## src/uxr_defs.vh

```
`ifndef UXR_DEFS_VH
`define UXR_DEFS_VH

//****************************************************************
// Register offsets (plain port, word index)
//****************************************************************
`define UXR_ADDR_W          2
`define UXR_OFS_STATUS_A    2'h0
`define UXR_OFS_CONTROL_B   2'h1
`define UXR_OFS_CONTROL_C   2'h2
`define UXR_OFS_RX_DATA     2'h3

//****************************************************************
// Field positions
//****************************************************************
`define UXR_BIT_RXC         7
`define UXR_BIT_FE          4
`define UXR_BIT_DOR         3
`define UXR_BIT_UPE         2
`define UXR_BIT_DBL         1
`define UXR_BIT_EN          4
`define UXR_BIT_UPM_HI      5
`define UXR_BIT_UPM_LO      4
`define UXR_BIT_SBS         3
`define UXR_BIT_CSZ_HI      2
`define UXR_BIT_CSZ_LO      1

//****************************************************************
// Reset values
//****************************************************************
`define UXR_RST_EN          1'h0
`define UXR_RST_DBL         1'h0
`define UXR_RST_UPM         2'h0
`define UXR_RST_SBS         1'h0
`define UXR_RST_CSZ         2'h3

//****************************************************************
// Sampling counts
//****************************************************************
`define UXR_SPB_NORM        5'h10
`define UXR_SPB_DBL         5'h08
`define UXR_VOTE_NORM       5'h08
`define UXR_VOTE_DBL        5'h04
`define UXR_VOTE_SPAN       5'h02
`define UXR_MIN_BITS        4'h5
`define UXR_BUF_DEPTH       2'h2

`endif

```

## src/uxr_sync.v

```verilog
//****************************************************************
// Two-flop level synchroniser
//****************************************************************
module uxr_sync #(
   parameter RESET_VAL = 1'b1
) (
   input  wire mclk_in,
   input  wire rst_b_in,
   input  wire async_in,
   output reg  sync_out
);

   reg meta_reg;

   // Only the second flop looks at the first
   always @(posedge mclk_in) begin
      if (!rst_b_in) begin
         meta_reg <= RESET_VAL;
         sync_out <= RESET_VAL;
      end else begin
         meta_reg <= async_in;
         sync_out <= meta_reg;
      end
   end

endmodule // uxr_sync

```

## src/uxr_vote3.v

```verilog
//****************************************************************
// Three-sample majority
//****************************************************************
module uxr_vote3 (
   input  wire [2:0] samples_in,
   output wire       high_out
);

   assign high_out = (samples_in[0] & samples_in[1]) |
                     (samples_in[0] & samples_in[2]) |
                     (samples_in[1] & samples_in[2]);

endmodule // uxr_vote3

```

## src/uxr_rx_core.v

```verilog
`include "uxr_defs.vh"

//****************************************************************
// Receiver core
//****************************************************************
// What this block does
// Error flags stored with their buffered character
// Software reads status before data
// Writes to error flag bits ignored
// Software writes zeros to error flags
// Error flags raise no interrupt
// Frame error reflects first stop bit
// Overrun on full buffer, waiting char, start
// Overrun cleared on successful buffer transfer
// Parity check when upper mode bit set
// Parity error per character until read
// Parity error reads zero when checking off
// Disable stops reception at once
// Disable empties the receive buffer
// Software drains buffer by reading data
// Sample at sixteen or eight per bit
// Start checked at samples 8-10 or 4-6
// Majority high start rejected as noise
// Per-bit sample state counts 16 or 8
// Bit value by three-sample centre majority
// Recover data, parity, first stop only
// Stop bit voted, low gives frame error
// New start right after stop vote, one sample later at double speed
// Receive complete while buffer holds data
// Serial input through two-flop synchroniser
module uxr_rx_core (
   input  wire                    mclk_in,
   input  wire                    rst_b_in,
   input  wire [`UXR_ADDR_W-1:0]  addr_in,
   input  wire [7:0]              wdata_in,
   input  wire                    wr_in,
   input  wire                    rd_in,
   input  wire                    sample_tick_in,
   input  wire                    serial_input_pin_in,
   output reg  [7:0]              rdata_out,
   output reg                     pin_override_out
);

   localparam [1:0] ST_IDLE  = 2'h0;
   localparam [1:0] ST_START = 2'h1;
   localparam [1:0] ST_BITS  = 2'h2;
   localparam [1:0] ST_GAP   = 2'h3;

   //*************************************************************
   // Declarations
   //*************************************************************
   wire        rx_s;
   wire        maj;
   reg         receiver_enable_reg;
   reg         double_speed_select_reg;
   reg  [1:0]  parity_mode_field_reg;
   reg         stop_bit_count_select_reg;
   reg  [1:0]  char_size_reg;

   reg  [1:0]  state_reg;
   reg  [1:0]  state_next;
   reg  [4:0]  cnt_reg;
   reg  [4:0]  cnt_next;
   reg  [3:0]  bit_reg;
   reg  [3:0]  bit_next;
   reg  [2:0]  vote_reg;
   reg  [2:0]  vote_next;
   reg  [7:0]  shift_reg;
   reg  [7:0]  shift_next;
   reg         par_reg;
   reg         par_next;
   reg         perr_reg;
   reg         perr_next;
   reg         prev_reg;
   reg         prev_next;
   reg         done;
   reg         start_ok;
   reg         done_fe;

   reg  [7:0]  mem_data_reg [0:1];
   reg  [1:0]  mem_fe_reg;
   reg  [1:0]  mem_dor_reg;
   reg  [1:0]  mem_pe_reg;
   reg         rptr_reg;
   reg         wptr_reg;
   reg  [1:0]  fill_reg;
   reg  [1:0]  fill_next;
   reg         hold_valid_reg;
   reg         hold_valid_next;
   reg  [7:0]  hold_data_reg;
   reg  [7:0]  hold_data_next;
   reg         hold_fe_reg;
   reg         hold_fe_next;
   reg         hold_pe_reg;
   reg         hold_pe_next;
   reg         overrun_flag_reg;
   reg         overrun_flag_next;
   reg         push;
   reg  [7:0]  push_data;
   reg         push_fe;
   reg         push_pe;
   reg  [7:0]  rdata_next;

   wire [4:0]  spb;
   wire [4:0]  v_first;
   wire [4:0]  v_last;
   wire [3:0]  nbits;
   wire        in_window;
   wire        is_data;
   wire        is_par;
   wire        pop;
   wire        can_push;
   wire        has_data;
   wire        head_fe;
   wire        head_dor;
   wire        head_pe;

   //*************************************************************
   // Input conditioning
   //*************************************************************
   uxr_sync #(
      .RESET_VAL (1'b1)
   ) u_sync (
      .mclk_in   (mclk_in),
      .rst_b_in  (rst_b_in),
      .async_in  (serial_input_pin_in),
      .sync_out  (rx_s)
   );

   uxr_vote3 u_vote (
      .samples_in ({vote_reg[1:0], rx_s}),
      .high_out   (maj)
   );

   //*************************************************************
   // Sampling geometry
   //*************************************************************
   assign spb     = double_speed_select_reg ? `UXR_SPB_DBL : `UXR_SPB_NORM;
   assign v_first = double_speed_select_reg ? `UXR_VOTE_DBL : `UXR_VOTE_NORM;
   assign v_last  = v_first + `UXR_VOTE_SPAN;
   assign nbits   = {2'h0, char_size_reg} + `UXR_MIN_BITS;
   assign in_window = (cnt_reg >= v_first) && (cnt_reg <= v_last);
   assign is_data = (bit_reg < nbits);
   assign is_par  = (bit_reg == nbits) && parity_mode_field_reg[1];

   //*************************************************************
   // Clock and data recovery
   //*************************************************************
   always @* begin
      state_next = state_reg;
      cnt_next   = cnt_reg;
      bit_next   = bit_reg;
      vote_next  = vote_reg;
      shift_next = shift_reg;
      par_next   = par_reg;
      perr_next  = perr_reg;
      prev_next  = sample_tick_in ? rx_s : prev_reg;
      done       = 1'b0;
      start_ok   = 1'b0;
      done_fe    = 1'b0;
      if (!receiver_enable_reg) begin
         // Frame in flight is dropped; a high must be seen before a new edge
         state_next = ST_IDLE;
         cnt_next   = 5'h00;
         prev_next  = 1'b0;
      end else if (sample_tick_in) begin
         case (state_reg)
            ST_IDLE: begin
               if (prev_reg && !rx_s) begin
                  state_next = ST_START;
                  cnt_next   = 5'h02; // edge tick is sample 1
               end
            end
            ST_START, ST_BITS: begin
               cnt_next = (cnt_reg == spb) ? 5'h01 : cnt_reg + 5'h01;
               if (in_window) begin
                  vote_next = {vote_reg[1:0], rx_s};
               end
               if (cnt_reg == v_last) begin
                  if (state_reg == ST_START) begin
                     if (maj) begin
                        state_next = ST_IDLE;
                     end else begin
                        start_ok   = 1'b1;
                        shift_next = 8'h00;
                        par_next   = 1'b0;
                        perr_next  = 1'b0;
                        bit_next   = 4'h0;
                     end
                  end else if (is_data) begin
                     shift_next[bit_reg[2:0]] = maj;
                     par_next = par_reg ^ maj;
                     bit_next = bit_reg + 4'h1;
                  end else if (is_par) begin
                     // Even: mismatch when total is odd; odd flips it
                     perr_next = par_reg ^ maj ^ parity_mode_field_reg[0];
                     bit_next  = bit_reg + 4'h1;
                  end else begin
                     // First stop bit ends the frame; later stops unseen
                     done    = 1'b1;
                     done_fe = ~maj;
                     // Double speed waits one sample longer before rearming
                     state_next = double_speed_select_reg ? ST_GAP : ST_IDLE;
                  end
               end
               if ((cnt_reg == spb) && (state_reg == ST_START) && !maj) begin
                  state_next = ST_BITS;
               end
            end
            ST_GAP: begin
               state_next = ST_IDLE;
            end
            default: begin
               state_next = ST_IDLE;
            end
         endcase
      end
   end

   //*************************************************************
   // Receive buffer and waiting character
   //*************************************************************
   assign has_data = (fill_reg != 2'h0);
   // Status must be read first: this pop moves the head flags
   assign pop      = rd_in && (addr_in == `UXR_OFS_RX_DATA) && has_data;
   assign can_push = (fill_reg != `UXR_BUF_DEPTH) || pop;
   assign head_fe  = has_data & mem_fe_reg[rptr_reg];
   assign head_dor = has_data & mem_dor_reg[rptr_reg];
   assign head_pe  = has_data & mem_pe_reg[rptr_reg] & parity_mode_field_reg[1];

   always @* begin
      push              = 1'b0;
      push_data         = hold_data_reg;
      push_fe           = hold_fe_reg;
      push_pe           = hold_pe_reg;
      hold_valid_next   = hold_valid_reg;
      hold_data_next    = hold_data_reg;
      hold_fe_next      = hold_fe_reg;
      hold_pe_next      = hold_pe_reg;
      overrun_flag_next = overrun_flag_reg;
      if (hold_valid_reg && can_push) begin
         push            = 1'b1;
         hold_valid_next = 1'b0;
      end
      if (done) begin
         if (!hold_valid_reg && can_push) begin
            push      = 1'b1;
            push_data = shift_reg;
            push_fe   = done_fe;
            push_pe   = perr_reg & parity_mode_field_reg[1];
         end else begin
            hold_valid_next = 1'b1;
            hold_data_next  = shift_reg;
            hold_fe_next    = done_fe;
            hold_pe_next    = perr_reg & parity_mode_field_reg[1];
         end
      end
      if (push) begin
         overrun_flag_next = 1'b0;
      end
      // Waiting character is lost to the new frame; set beats clear
      if (start_ok && hold_valid_reg && !can_push) begin
         overrun_flag_next = 1'b1;
         hold_valid_next   = 1'b0;
      end
      fill_next = fill_reg + {1'b0, push} - {1'b0, pop};
   end

   //*************************************************************
   // Read mux
   //*************************************************************
   // Error flags only polled here; no request line leaves the block
   always @* begin
      rdata_next = 8'h00;
      case (addr_in)
         `UXR_OFS_STATUS_A: begin
            rdata_next[`UXR_BIT_RXC] = has_data;
            rdata_next[`UXR_BIT_FE]  = head_fe;
            rdata_next[`UXR_BIT_DOR] = head_dor;
            rdata_next[`UXR_BIT_UPE] = head_pe;
            rdata_next[`UXR_BIT_DBL] = double_speed_select_reg;
         end
         `UXR_OFS_CONTROL_B: begin
            rdata_next[`UXR_BIT_EN] = receiver_enable_reg;
         end
         `UXR_OFS_CONTROL_C: begin
            rdata_next[`UXR_BIT_UPM_HI:`UXR_BIT_UPM_LO] = parity_mode_field_reg;
            rdata_next[`UXR_BIT_SBS] = stop_bit_count_select_reg;
            rdata_next[`UXR_BIT_CSZ_HI:`UXR_BIT_CSZ_LO] = char_size_reg;
         end
         `UXR_OFS_RX_DATA: begin
            rdata_next = has_data ? mem_data_reg[rptr_reg] : 8'h00;
         end
         default: begin
            rdata_next = 8'h00;
         end
      endcase
   end

   //*************************************************************
   // Control registers
   //*************************************************************
   always @(posedge mclk_in) begin
      if (!rst_b_in) begin
         receiver_enable_reg       <= `UXR_RST_EN;
         double_speed_select_reg   <= `UXR_RST_DBL;
         parity_mode_field_reg     <= `UXR_RST_UPM;
         stop_bit_count_select_reg <= `UXR_RST_SBS;
         char_size_reg             <= `UXR_RST_CSZ;
         rdata_out                 <= 8'h00;
         pin_override_out          <= 1'b0;
      end else begin
         if (wr_in) begin
            case (addr_in)
               `UXR_OFS_STATUS_A: begin
                  // Flag bit positions are not stored at all
                  double_speed_select_reg <= wdata_in[`UXR_BIT_DBL];
               end
               `UXR_OFS_CONTROL_B: begin
                  receiver_enable_reg <= wdata_in[`UXR_BIT_EN];
               end
               `UXR_OFS_CONTROL_C: begin
                  parity_mode_field_reg <= wdata_in[`UXR_BIT_UPM_HI:`UXR_BIT_UPM_LO];
                  stop_bit_count_select_reg <= wdata_in[`UXR_BIT_SBS];
                  char_size_reg <= wdata_in[`UXR_BIT_CSZ_HI:`UXR_BIT_CSZ_LO];
               end
               default: begin
                  char_size_reg <= char_size_reg;
               end
            endcase
         end
         rdata_out        <= rd_in ? rdata_next : 8'h00;
         pin_override_out <= receiver_enable_reg;
      end
   end

   //*************************************************************
   // Recovery state
   //*************************************************************
   always @(posedge mclk_in) begin
      if (!rst_b_in) begin
         state_reg <= ST_IDLE;
         cnt_reg   <= 5'h00;
         bit_reg   <= 4'h0;
         vote_reg  <= 3'h7;
         shift_reg <= 8'h00;
         par_reg   <= 1'b0;
         perr_reg  <= 1'b0;
         prev_reg  <= 1'b0;
      end else begin
         state_reg <= state_next;
         cnt_reg   <= cnt_next;
         bit_reg   <= bit_next;
         vote_reg  <= vote_next;
         shift_reg <= shift_next;
         par_reg   <= par_next;
         perr_reg  <= perr_next;
         prev_reg  <= prev_next;
      end
   end

   //*************************************************************
   // Buffer state
   //*************************************************************
   always @(posedge mclk_in) begin
      if (!rst_b_in || !receiver_enable_reg) begin
         // Disable throws away every unread character and its flags
         fill_reg         <= 2'h0;
         rptr_reg         <= 1'b0;
         wptr_reg         <= 1'b0;
         hold_valid_reg   <= 1'b0;
         hold_data_reg    <= 8'h00;
         hold_fe_reg      <= 1'b0;
         hold_pe_reg      <= 1'b0;
         overrun_flag_reg <= 1'b0;
         mem_fe_reg       <= 2'h0;
         mem_dor_reg      <= 2'h0;
         mem_pe_reg       <= 2'h0;
         mem_data_reg[0]  <= 8'h00;
         mem_data_reg[1]  <= 8'h00;
      end else begin
         fill_reg         <= fill_next;
         hold_valid_reg   <= hold_valid_next;
         hold_data_reg    <= hold_data_next;
         hold_fe_reg      <= hold_fe_next;
         hold_pe_reg      <= hold_pe_next;
         overrun_flag_reg <= overrun_flag_next;
         if (pop) begin
            rptr_reg <= ~rptr_reg;
         end
         if (push) begin
            mem_data_reg[wptr_reg] <= push_data;
            mem_fe_reg[wptr_reg]   <= push_fe;
            mem_dor_reg[wptr_reg]  <= overrun_flag_reg;
            mem_pe_reg[wptr_reg]   <= push_pe;
            wptr_reg               <= ~wptr_reg;
         end
      end
   end

endmodule // uxr_rx_core

```

## config.mk

```make
export PLATFORM = sky130hd
export DESIGN_NAME = uxr_rx_core
export DESIGN_NICKNAME = d
export VERILOG_FILES = /design/src/uxr_sync.v /design/src/uxr_vote3.v /design/src/uxr_rx_core.v
export VERILOG_INCLUDE_DIRS = /design/src
export SDC_FILE = /design/constraint.sdc
export NUM_CORES = 1
export LEC_CHECK = 0
export BUFFER_PORTS_ARGS = -buffer_cell sky130_fd_sc_hd__buf_2
export CAP_MARGIN = 20
export CORE_MARGIN = 1
export CORE_UTILIZATION = 50
export CTS_BUF_LIST = sky130_fd_sc_hd__clkbuf_4 sky130_fd_sc_hd__clkbuf_8
export DETAILED_ROUTE_END_ITERATION = 16
export PLACE_DENSITY = 0.78
export SLEW_MARGIN = 20
export SYNTH_ARGS = -nofsm -noshare
export SYNTH_HDL_FRONTEND = slang
export SYNTH_HIERARCHICAL = 1
export SYNTH_SLANG_ARGS = --single-unit
```

## constraint.sdc

```tcl
create_clock -name mclk_in -period 3.5 [get_ports mclk_in]
set_input_delay 0.175 -clock mclk_in [delete_from_list [all_inputs] [get_ports mclk_in]]
set_output_delay 0.175 -clock mclk_in [all_outputs]
set_load 0.02 [all_outputs]
```

# --- Word-level counts from Yosys, hierarchy flattened ---
# Memory sizes are Yosys's and may differ from the RTL's. A register that Yosys moved wholly into a read port is not among the register bits.
# Cells that the tools add are included.
# W data, S select, Z words.
totals:
  mem_bits_rw: 16
  memories: 1
  reg_bits: 64
  elab_cells: 212
  input_bits: 16
  out_inout_bits: 9
classes:
  add_sub_neg: 6
  bitwise_logic: 16
  n_mux: 90
  eq_ne: 17
  n_lt_le_gt_ge: 8
  reduce_logical: 45
memory_table:
  columns: ["name", "depth", "width", "read_ports", "rd_ports_with_merged_regs", "write_ports", "line", "text"]
  rows:
  - ["mem_data_reg", 2, 8, 1, 1, 2, "uxr_rx_core.v:80", "reg [7:0] mem_data_reg [0:1];"]
op_table:
  columns: ["cell", "n"]
  rows:
  - ["$mux W8", 7]
  - ["$mux W1", 55]
  - ["$mux W4", 5]
  - ["$reduce_and A6 Y1", 3]
  - ["$mux W2", 8]
  - ["$mux W5", 3]
  - ["$logic_and A1 B1 Y1", 13]
  - ["$ne A4 B4 Y1 const B", 3]
  - ["$reduce_and A2 Y1", 6]
  - ["$eq A5 B5 Y1", 2]
  - ["$pmux W5 S2", 1]
  - ["$reduce_bool A2 Y1", 5]
  - ["$pmux W3 S3", 1]
  - ["$and A1 B1 Y1", 8]
  - ["$bwmux W8", 1]
  - ["$eq A2 B2 Y1 const B", 4]
  - ["$reduce_and A4 Y1", 2]
  - ["$reduce_or A8 Y1", 1]
  - ["$reduce_and A7 Y1", 1]
  - ["$bwmux W2", 3]
  - ["$logic_not A1 Y1", 6]
  - ["$ne A2 B2 Y1 const B", 3]
  - ["$pmux W2 S3", 1]
  - ["$add A4 B2 Y5 const B", 1]
  - ["28 further kinds", 39]

# --- Logic depth before layout (Yosys ltp) ---
depth:
  depth_word: 16
  ltp_mapped: 12
  ltp_nobuf: 12

# --- Cells and area by module ---
# The synthesis kept the hierarchy.
by_module_without_submodules:
  columns: ["module", "instances", "seq_area_each_um2", "cells_each", "area_per_inst_um2"]
  rows:
  - ["uxr_rx_core", 1, 1741.7, 419, 3932.5]
  - ["uxr_sync", 1, 40.0, 4, 52.6]
  - ["uxr_vote3", 1, 0.0, 1, 11.3]

# --- Worst setup path after synthesis ---
# No wires, ideal clock.
synth_path:
  kind: "reg-to-reg"
  start: "register double_speed_select_reg"
  end: "memory mem_data_reg[0][0] (enable)"
  path_buffers: 0
  period_less_slack_ps: 2884
  setup_ps: 384
  stages_incl_launch_ff: 8
  t_required_ps: 3116
  slack_ps: 616
  arrival_ps: 2500
  cell_sequence: "dfxtp_1 > inv_1 > ha_1 > nand4b_4 > or3_4 > a211oi_2 > o21ai_0 > o21ai_0"
synth_lines:
  columns: ["element", "line", "text"]
  rows:
  - ["from (decl)", "uxr_rx_core.v:55", "reg double_speed_select_reg;"]
  - ["from (signal assigned)", "uxr_rx_core.v:306", "double_speed_select_reg <= `UXR_RST_DBL;"]
  - ["from (signal assigned)", "uxr_rx_core.v:317", "double_speed_select_reg <= wdata_in[`UXR_BIT_DBL];"]
  - ["to (decl)", "uxr_rx_core.v:80", null]

# --- Final worst setup path ---
layout_path:
  start: "register char_size_reg[0]"
  end: "register fill_reg[1]"
layout_between:
  elab_chain_cells: 13
  word_cells_on_any_way: 14
  cone_classes: "add/sub (3); order compare (1); eq/ne (1); mux (8); reduce/logical (1)"
layout_lines:
  columns: ["element", "line", "text"]
  rows:
  - ["from (decl)", "uxr_rx_core.v:58", "reg [1:0] char_size_reg;"]
  - ["from (signal assigned)", "uxr_rx_core.v:309", "char_size_reg <= `UXR_RST_CSZ;"]
  - ["from (signal assigned)", "uxr_rx_core.v:325", "char_size_reg <= wdata_in[`UXR_BIT_CSZ_HI:`UXR_BIT_CSZ_LO];"]
  - ["from (signal assigned)", "uxr_rx_core.v:328", "char_size_reg <= char_size_reg;"]
  - ["$add A2 B3 Y4 (no line) (*)", null, null]
  - ["$eq A4 B4 Y1", "uxr_rx_core.v:144", "assign is_par = (bit_reg == nbits) && parity_mode_field_reg[1];"]
  - ["$logic_and A1 B1 Y1", "uxr_rx_core.v:144", null]
  - ["$mux W1", "uxr_rx_core.v:194", "end else if (is_par) begin"]
  - ["$mux W1 (*)", "uxr_rx_core.v:190", "end else if (is_data) begin"]
  - ["$mux W1 (*)", "uxr_rx_core.v:180", "if (state_reg == ST_START) begin"]
  - ["$mux W1 (*)", "uxr_rx_core.v:179", "if (cnt_reg == v_last) begin"]
  - ["$mux W1 (*)", "uxr_rx_core.v:167", "case (state_reg)"]
  - ["$mux W1 (*)", "uxr_rx_core.v:166", "end else if (sample_tick_in) begin"]
  - ["$mux W1 (*)", "uxr_rx_core.v:161", "if (!receiver_enable_reg) begin"]
  - ["$mux W1 (*)", "uxr_rx_core.v:245", "if (done) begin"]
  - ["$add A2 B1 Y2 (*)", "uxr_rx_core.v:266", "fill_next = fill_reg + {1'b0, push} - {1'b0, pop};"]
  - ["$sub A2 B1 Y2 (*)", "uxr_rx_core.v:266", null]
  - ["to (signal assigned)", "uxr_rx_core.v:382", "fill_reg <= fill_next;"]
  - ["to (decl)", "uxr_rx_core.v:86", "reg [1:0] fill_reg;"]
# Mark *: on every way between the ends. The rest lies on a longest branch, timed or not.
# A chain may end at the register's enable or synchronous reset.

==> results.cfg <==
[cts]
numClockSinks = 81
clkTransAtPathRegs_ns = 0.09
clk_path_buf_depth = 2
post_cts_buffers = 0
cts_tree = done
clock_latency_ns = 0.35
cts_buffers = 9
cts-root-buf = clkbuf_8
htree_levels = 3

[min_path]
hold_class = in2reg
worst_hold_startpoint = wdata_in[5]
hold_path_end = parity_mode_field_reg[1]$_SDFFE_PN0P_
hold_depth = 3

[floorplanning]
die-height_microns = 91.4
die_w_microns = 91.4
ios = 25
core_sq_mm = 0.00773
rows = 32
die-area_sq_mm = 0.00835
start_util = 0.517

[grt]
grt_use_total = 0.209
antenna_found_initial = 0
grt_pass1_wl_mm = 13.8
grt_max_degree = 30
grt_pass1_vias = 3016
grt.overflow.total = 0

[synth]
syn_area_per_cell_sq_um = 9.43
netlist_area_sq_mm = 0.00400
synth_top_area_frac = 0.326
ys_types = 56
synth_cells = 424
ys_seq_area_frac = 0.446
synth_edf_count = 16
async_flop_share = 0
ys.flop_type = dfxtp_1
ys_seq_elements = 81
ys.warnings.count = 6
yosysTopAreaCell = dfxtp_1
synth_area_leaders = dfxtp_1 (33%), edfxtp_1 (12%), mux2i_1 (7.8%)
syn_nets = 460

[flow_run]
drv_cap = 0

[worst_setup_path]
ff2ff_setup_slack_ns = 0.47
crit_path_end_kind = flip-flop
crit_type = reg2reg
critical_path.cell_chain = ha_1, inv_1, ha_1, nor2b_1, o21ai_0, a211oi_2, o21ai_0, o21ai_0, ha_1, xnor2_1, xnor2_1, nor2_1
reg2reg_depth = 12
cp.required_ns = 3.74
startpoint_type = flip-flop
slowest_delay_ns = 0.52
cp.arrival_ns = 3.27
regToRegEndpoint = fill_reg[1]$_SDFF_PN0_
crit-reg2reg-launch = char_size_reg[0]$_SDFFE_PN1P_
cp_slowest_cell = o21ai_0
cp_max_fo = 5

[power_and_ir_drop]
power.switching_mw = 0.417
comb_power_share = 0.040
sequentialPowerShare = 0.529
power.density_mw_per_mm2 = 410
leakagePower_nw = 1.65
clkPwrFrac = 0.431
switching_share = 0.230
ir_worst_vdd_uv = 168
cellInternalPower_mw = 1.40

[timing]
max_freq_mhz = 330
slew_violations = 0
tns_ns = 0
min_period_over_period = 0.865
fin_crit_ns = 3.03
tightest_slew_ns = 0.676
skew_ns = 0.00888
hold_viol = 0
rsz0062_at_grt = no
slew_headroom = 0.544
setup_viol = 0

[placed_design]
place_area_sq_mm = 0.00419
io_buffers = 21
place_hpwl_mm = 6.07
place.gp.congestion = 0.846

[route]
viasPerCell = 5.82
ant_nets = 0
firstDrtPassIters = 7
drtIter0Drc = 176
wire_per_inst_microns = 15.3
drc = 0
via_count = 3207
wirelength_mm = 8.42

[final_layout]
fillers = 642
antennaDiodeCount = 0
multi_input_area_sq_mm = 0.00206
drive_gt1_frac = 0.138
area_growth_pct = 10.8
largest_register_ffs = 16
register_area_sq_mm = 0.00178
finalInstanceArea_sq_mm = 0.00443
nets = 480

[status]
status = finished clean
[power by group through the flow]
stage,combinational [mW],sequential [mW],clock (mW)
after floorplan,0.0441,0.982,0
after global placement,0.0677,0.983,0
after detailed placement,0.0703,0.983,0
after CTS,0.0717,0.961,0.793
after global routing,0.0796,0.963,0.832
final,0.0722,0.961,0.782
[final cells by class]
type                            instances  area share
Sequential cell                        81       0.402
Clock buffer                            9      0.0280
Inverter                               20      0.0170
Multi-Input combinational cell        305       0.465
Tap cell                              102      0.0288
Timing Repair Buffer                   27      0.0345
Clock inverter                          7      0.0240
[metal layers]
| metal | track usage | share of wire |
|---|---|---|
| met1 | 0.260 | 0.44 |
| met2 | 0.355 | 0.49 |
| met3 | 0.0285 | 0.050 |
| met4 | 0.101 | 0.017 |
| met5 | 0 | 0 |
[metrics by stage]
stage,setup WS (ns),util,hold WS [ns],cells,power (mW)
4_1_cts,0.468,0.573,0.0750,551,1.83
6_report,0.472,0.573,0.0831,551,1.82
3_3_place_gp,0.575,0.542,0.372,534,1.05
3_5_place_dp,0.485,0.542,0.369,534,1.05
2_1_floorplan,0.616,-,0.248,424,1.03
5_1_grt,0.238,0.573,0.0788,551,1.87
[what timing repair did]
item | CTS | global route
hold buffers | 1 | 0
gates resized for setup | 0 | 0
setup endpoints to repair | 0 | 0
hold endpoints to repair | 1 | 0
[kinds of logic after synthesis]
| group | Yosys count | share of synthesized area |
|---|---|---|
| flops | 81 | 0.446 |
| compound gates | 87 | 0.152 |
| buf+inv | 38 | 0.0398 |
| fa+ha+maj | 21 | 0.0654 |
| simple gates | 150 | 0.178 |
| xor+xnor | 8 | 0.0175 |
| mux | 39 | 0.101 |
[Yosys cell counts, drive strengths merged (4+ instances only)]
cell,instances
a21boi,6
a31oi,6
nor3,12
nor2b,5
nand2,32
o21a,5
o211ai,9
mux2,8
nor2,58
buf,6
dfxtp,65
xor2,5
edfxtp,16
inv,19
a211oi,6
nand3,23
mux2i,31
ha,20
o21ai,20
clkbuf,12
nand2b,4
and3,4
a21oi,13
[worst max path at each step]
| stage | from | to | slack [ns] | cells past startpoint |
|---|---|---|---|---|
| floorplan | double_speed_select_reg$_SDFFE_PN0P_ | mem_data_reg[0][0]$_SDFFCE_PN0P_ | 0.62 | 7 |
| global placement | char_size_reg[0]$_SDFFE_PN1P_ | fill_reg[1]$_SDFF_PN0_ | 0.58 | 12 |
| detailed placement | char_size_reg[0]$_SDFFE_PN1P_ | fill_reg[1]$_SDFF_PN0_ | 0.49 | 12 |
| CTS | char_size_reg[0]$_SDFFE_PN1P_ | fill_reg[1]$_SDFF_PN0_ | 0.47 | 12 |
| global route | char_size_reg[0]$_SDFFE_PN1P_ | fill_reg[1]$_SDFF_PN0_ | 0.24 | 12 |
| finish | char_size_reg[0]$_SDFFE_PN1P_ | fill_reg[1]$_SDFF_PN0_ | 0.47 | 12 |
[critical path, delay by kind of cell, from the launching register on]
kind / cells / cell delay [ns]
AO/OA/AOI/OAI: 4 / 1.23
flip-flops: 1 / 0.36
adder cells (fa/ha/maj): 3 / 0.80
buffers and inverters: 1 / 0.04
XOR/XNOR: 2 / 0.30
AND/OR/NAND/NOR: 2 / 0.20
[layout by cell type (no fill, tap or decap), types with 5 or more instances in the layout]
| master | count |
|---|---|
| xor2_1 | 5 |
| ha_1 | 20 |
| a21boi_0 | 6 |
| nor2_1 | 58 |
| edfxtp_1 | 16 |
| nand2_1 | 32 |
| nor2b_1 | 5 |
| mux2i_1 | 31 |
| a21oi_1 | 13 |
| o211ai_1 | 8 |
| clkbuf_8 | 9 |
| inv_1 | 19 |
| o21a_1 | 5 |
| buf_4 | 5 |
| a31oi_1 | 6 |
| mux2_2 | 7 |
| o21ai_0 | 18 |
| dfxtp_1 | 65 |
| buf_2 | 21 |
| nand3_1 | 23 |
| nor3_1 | 9 |
Note: power is estimated with default switching activity, not from simulation.
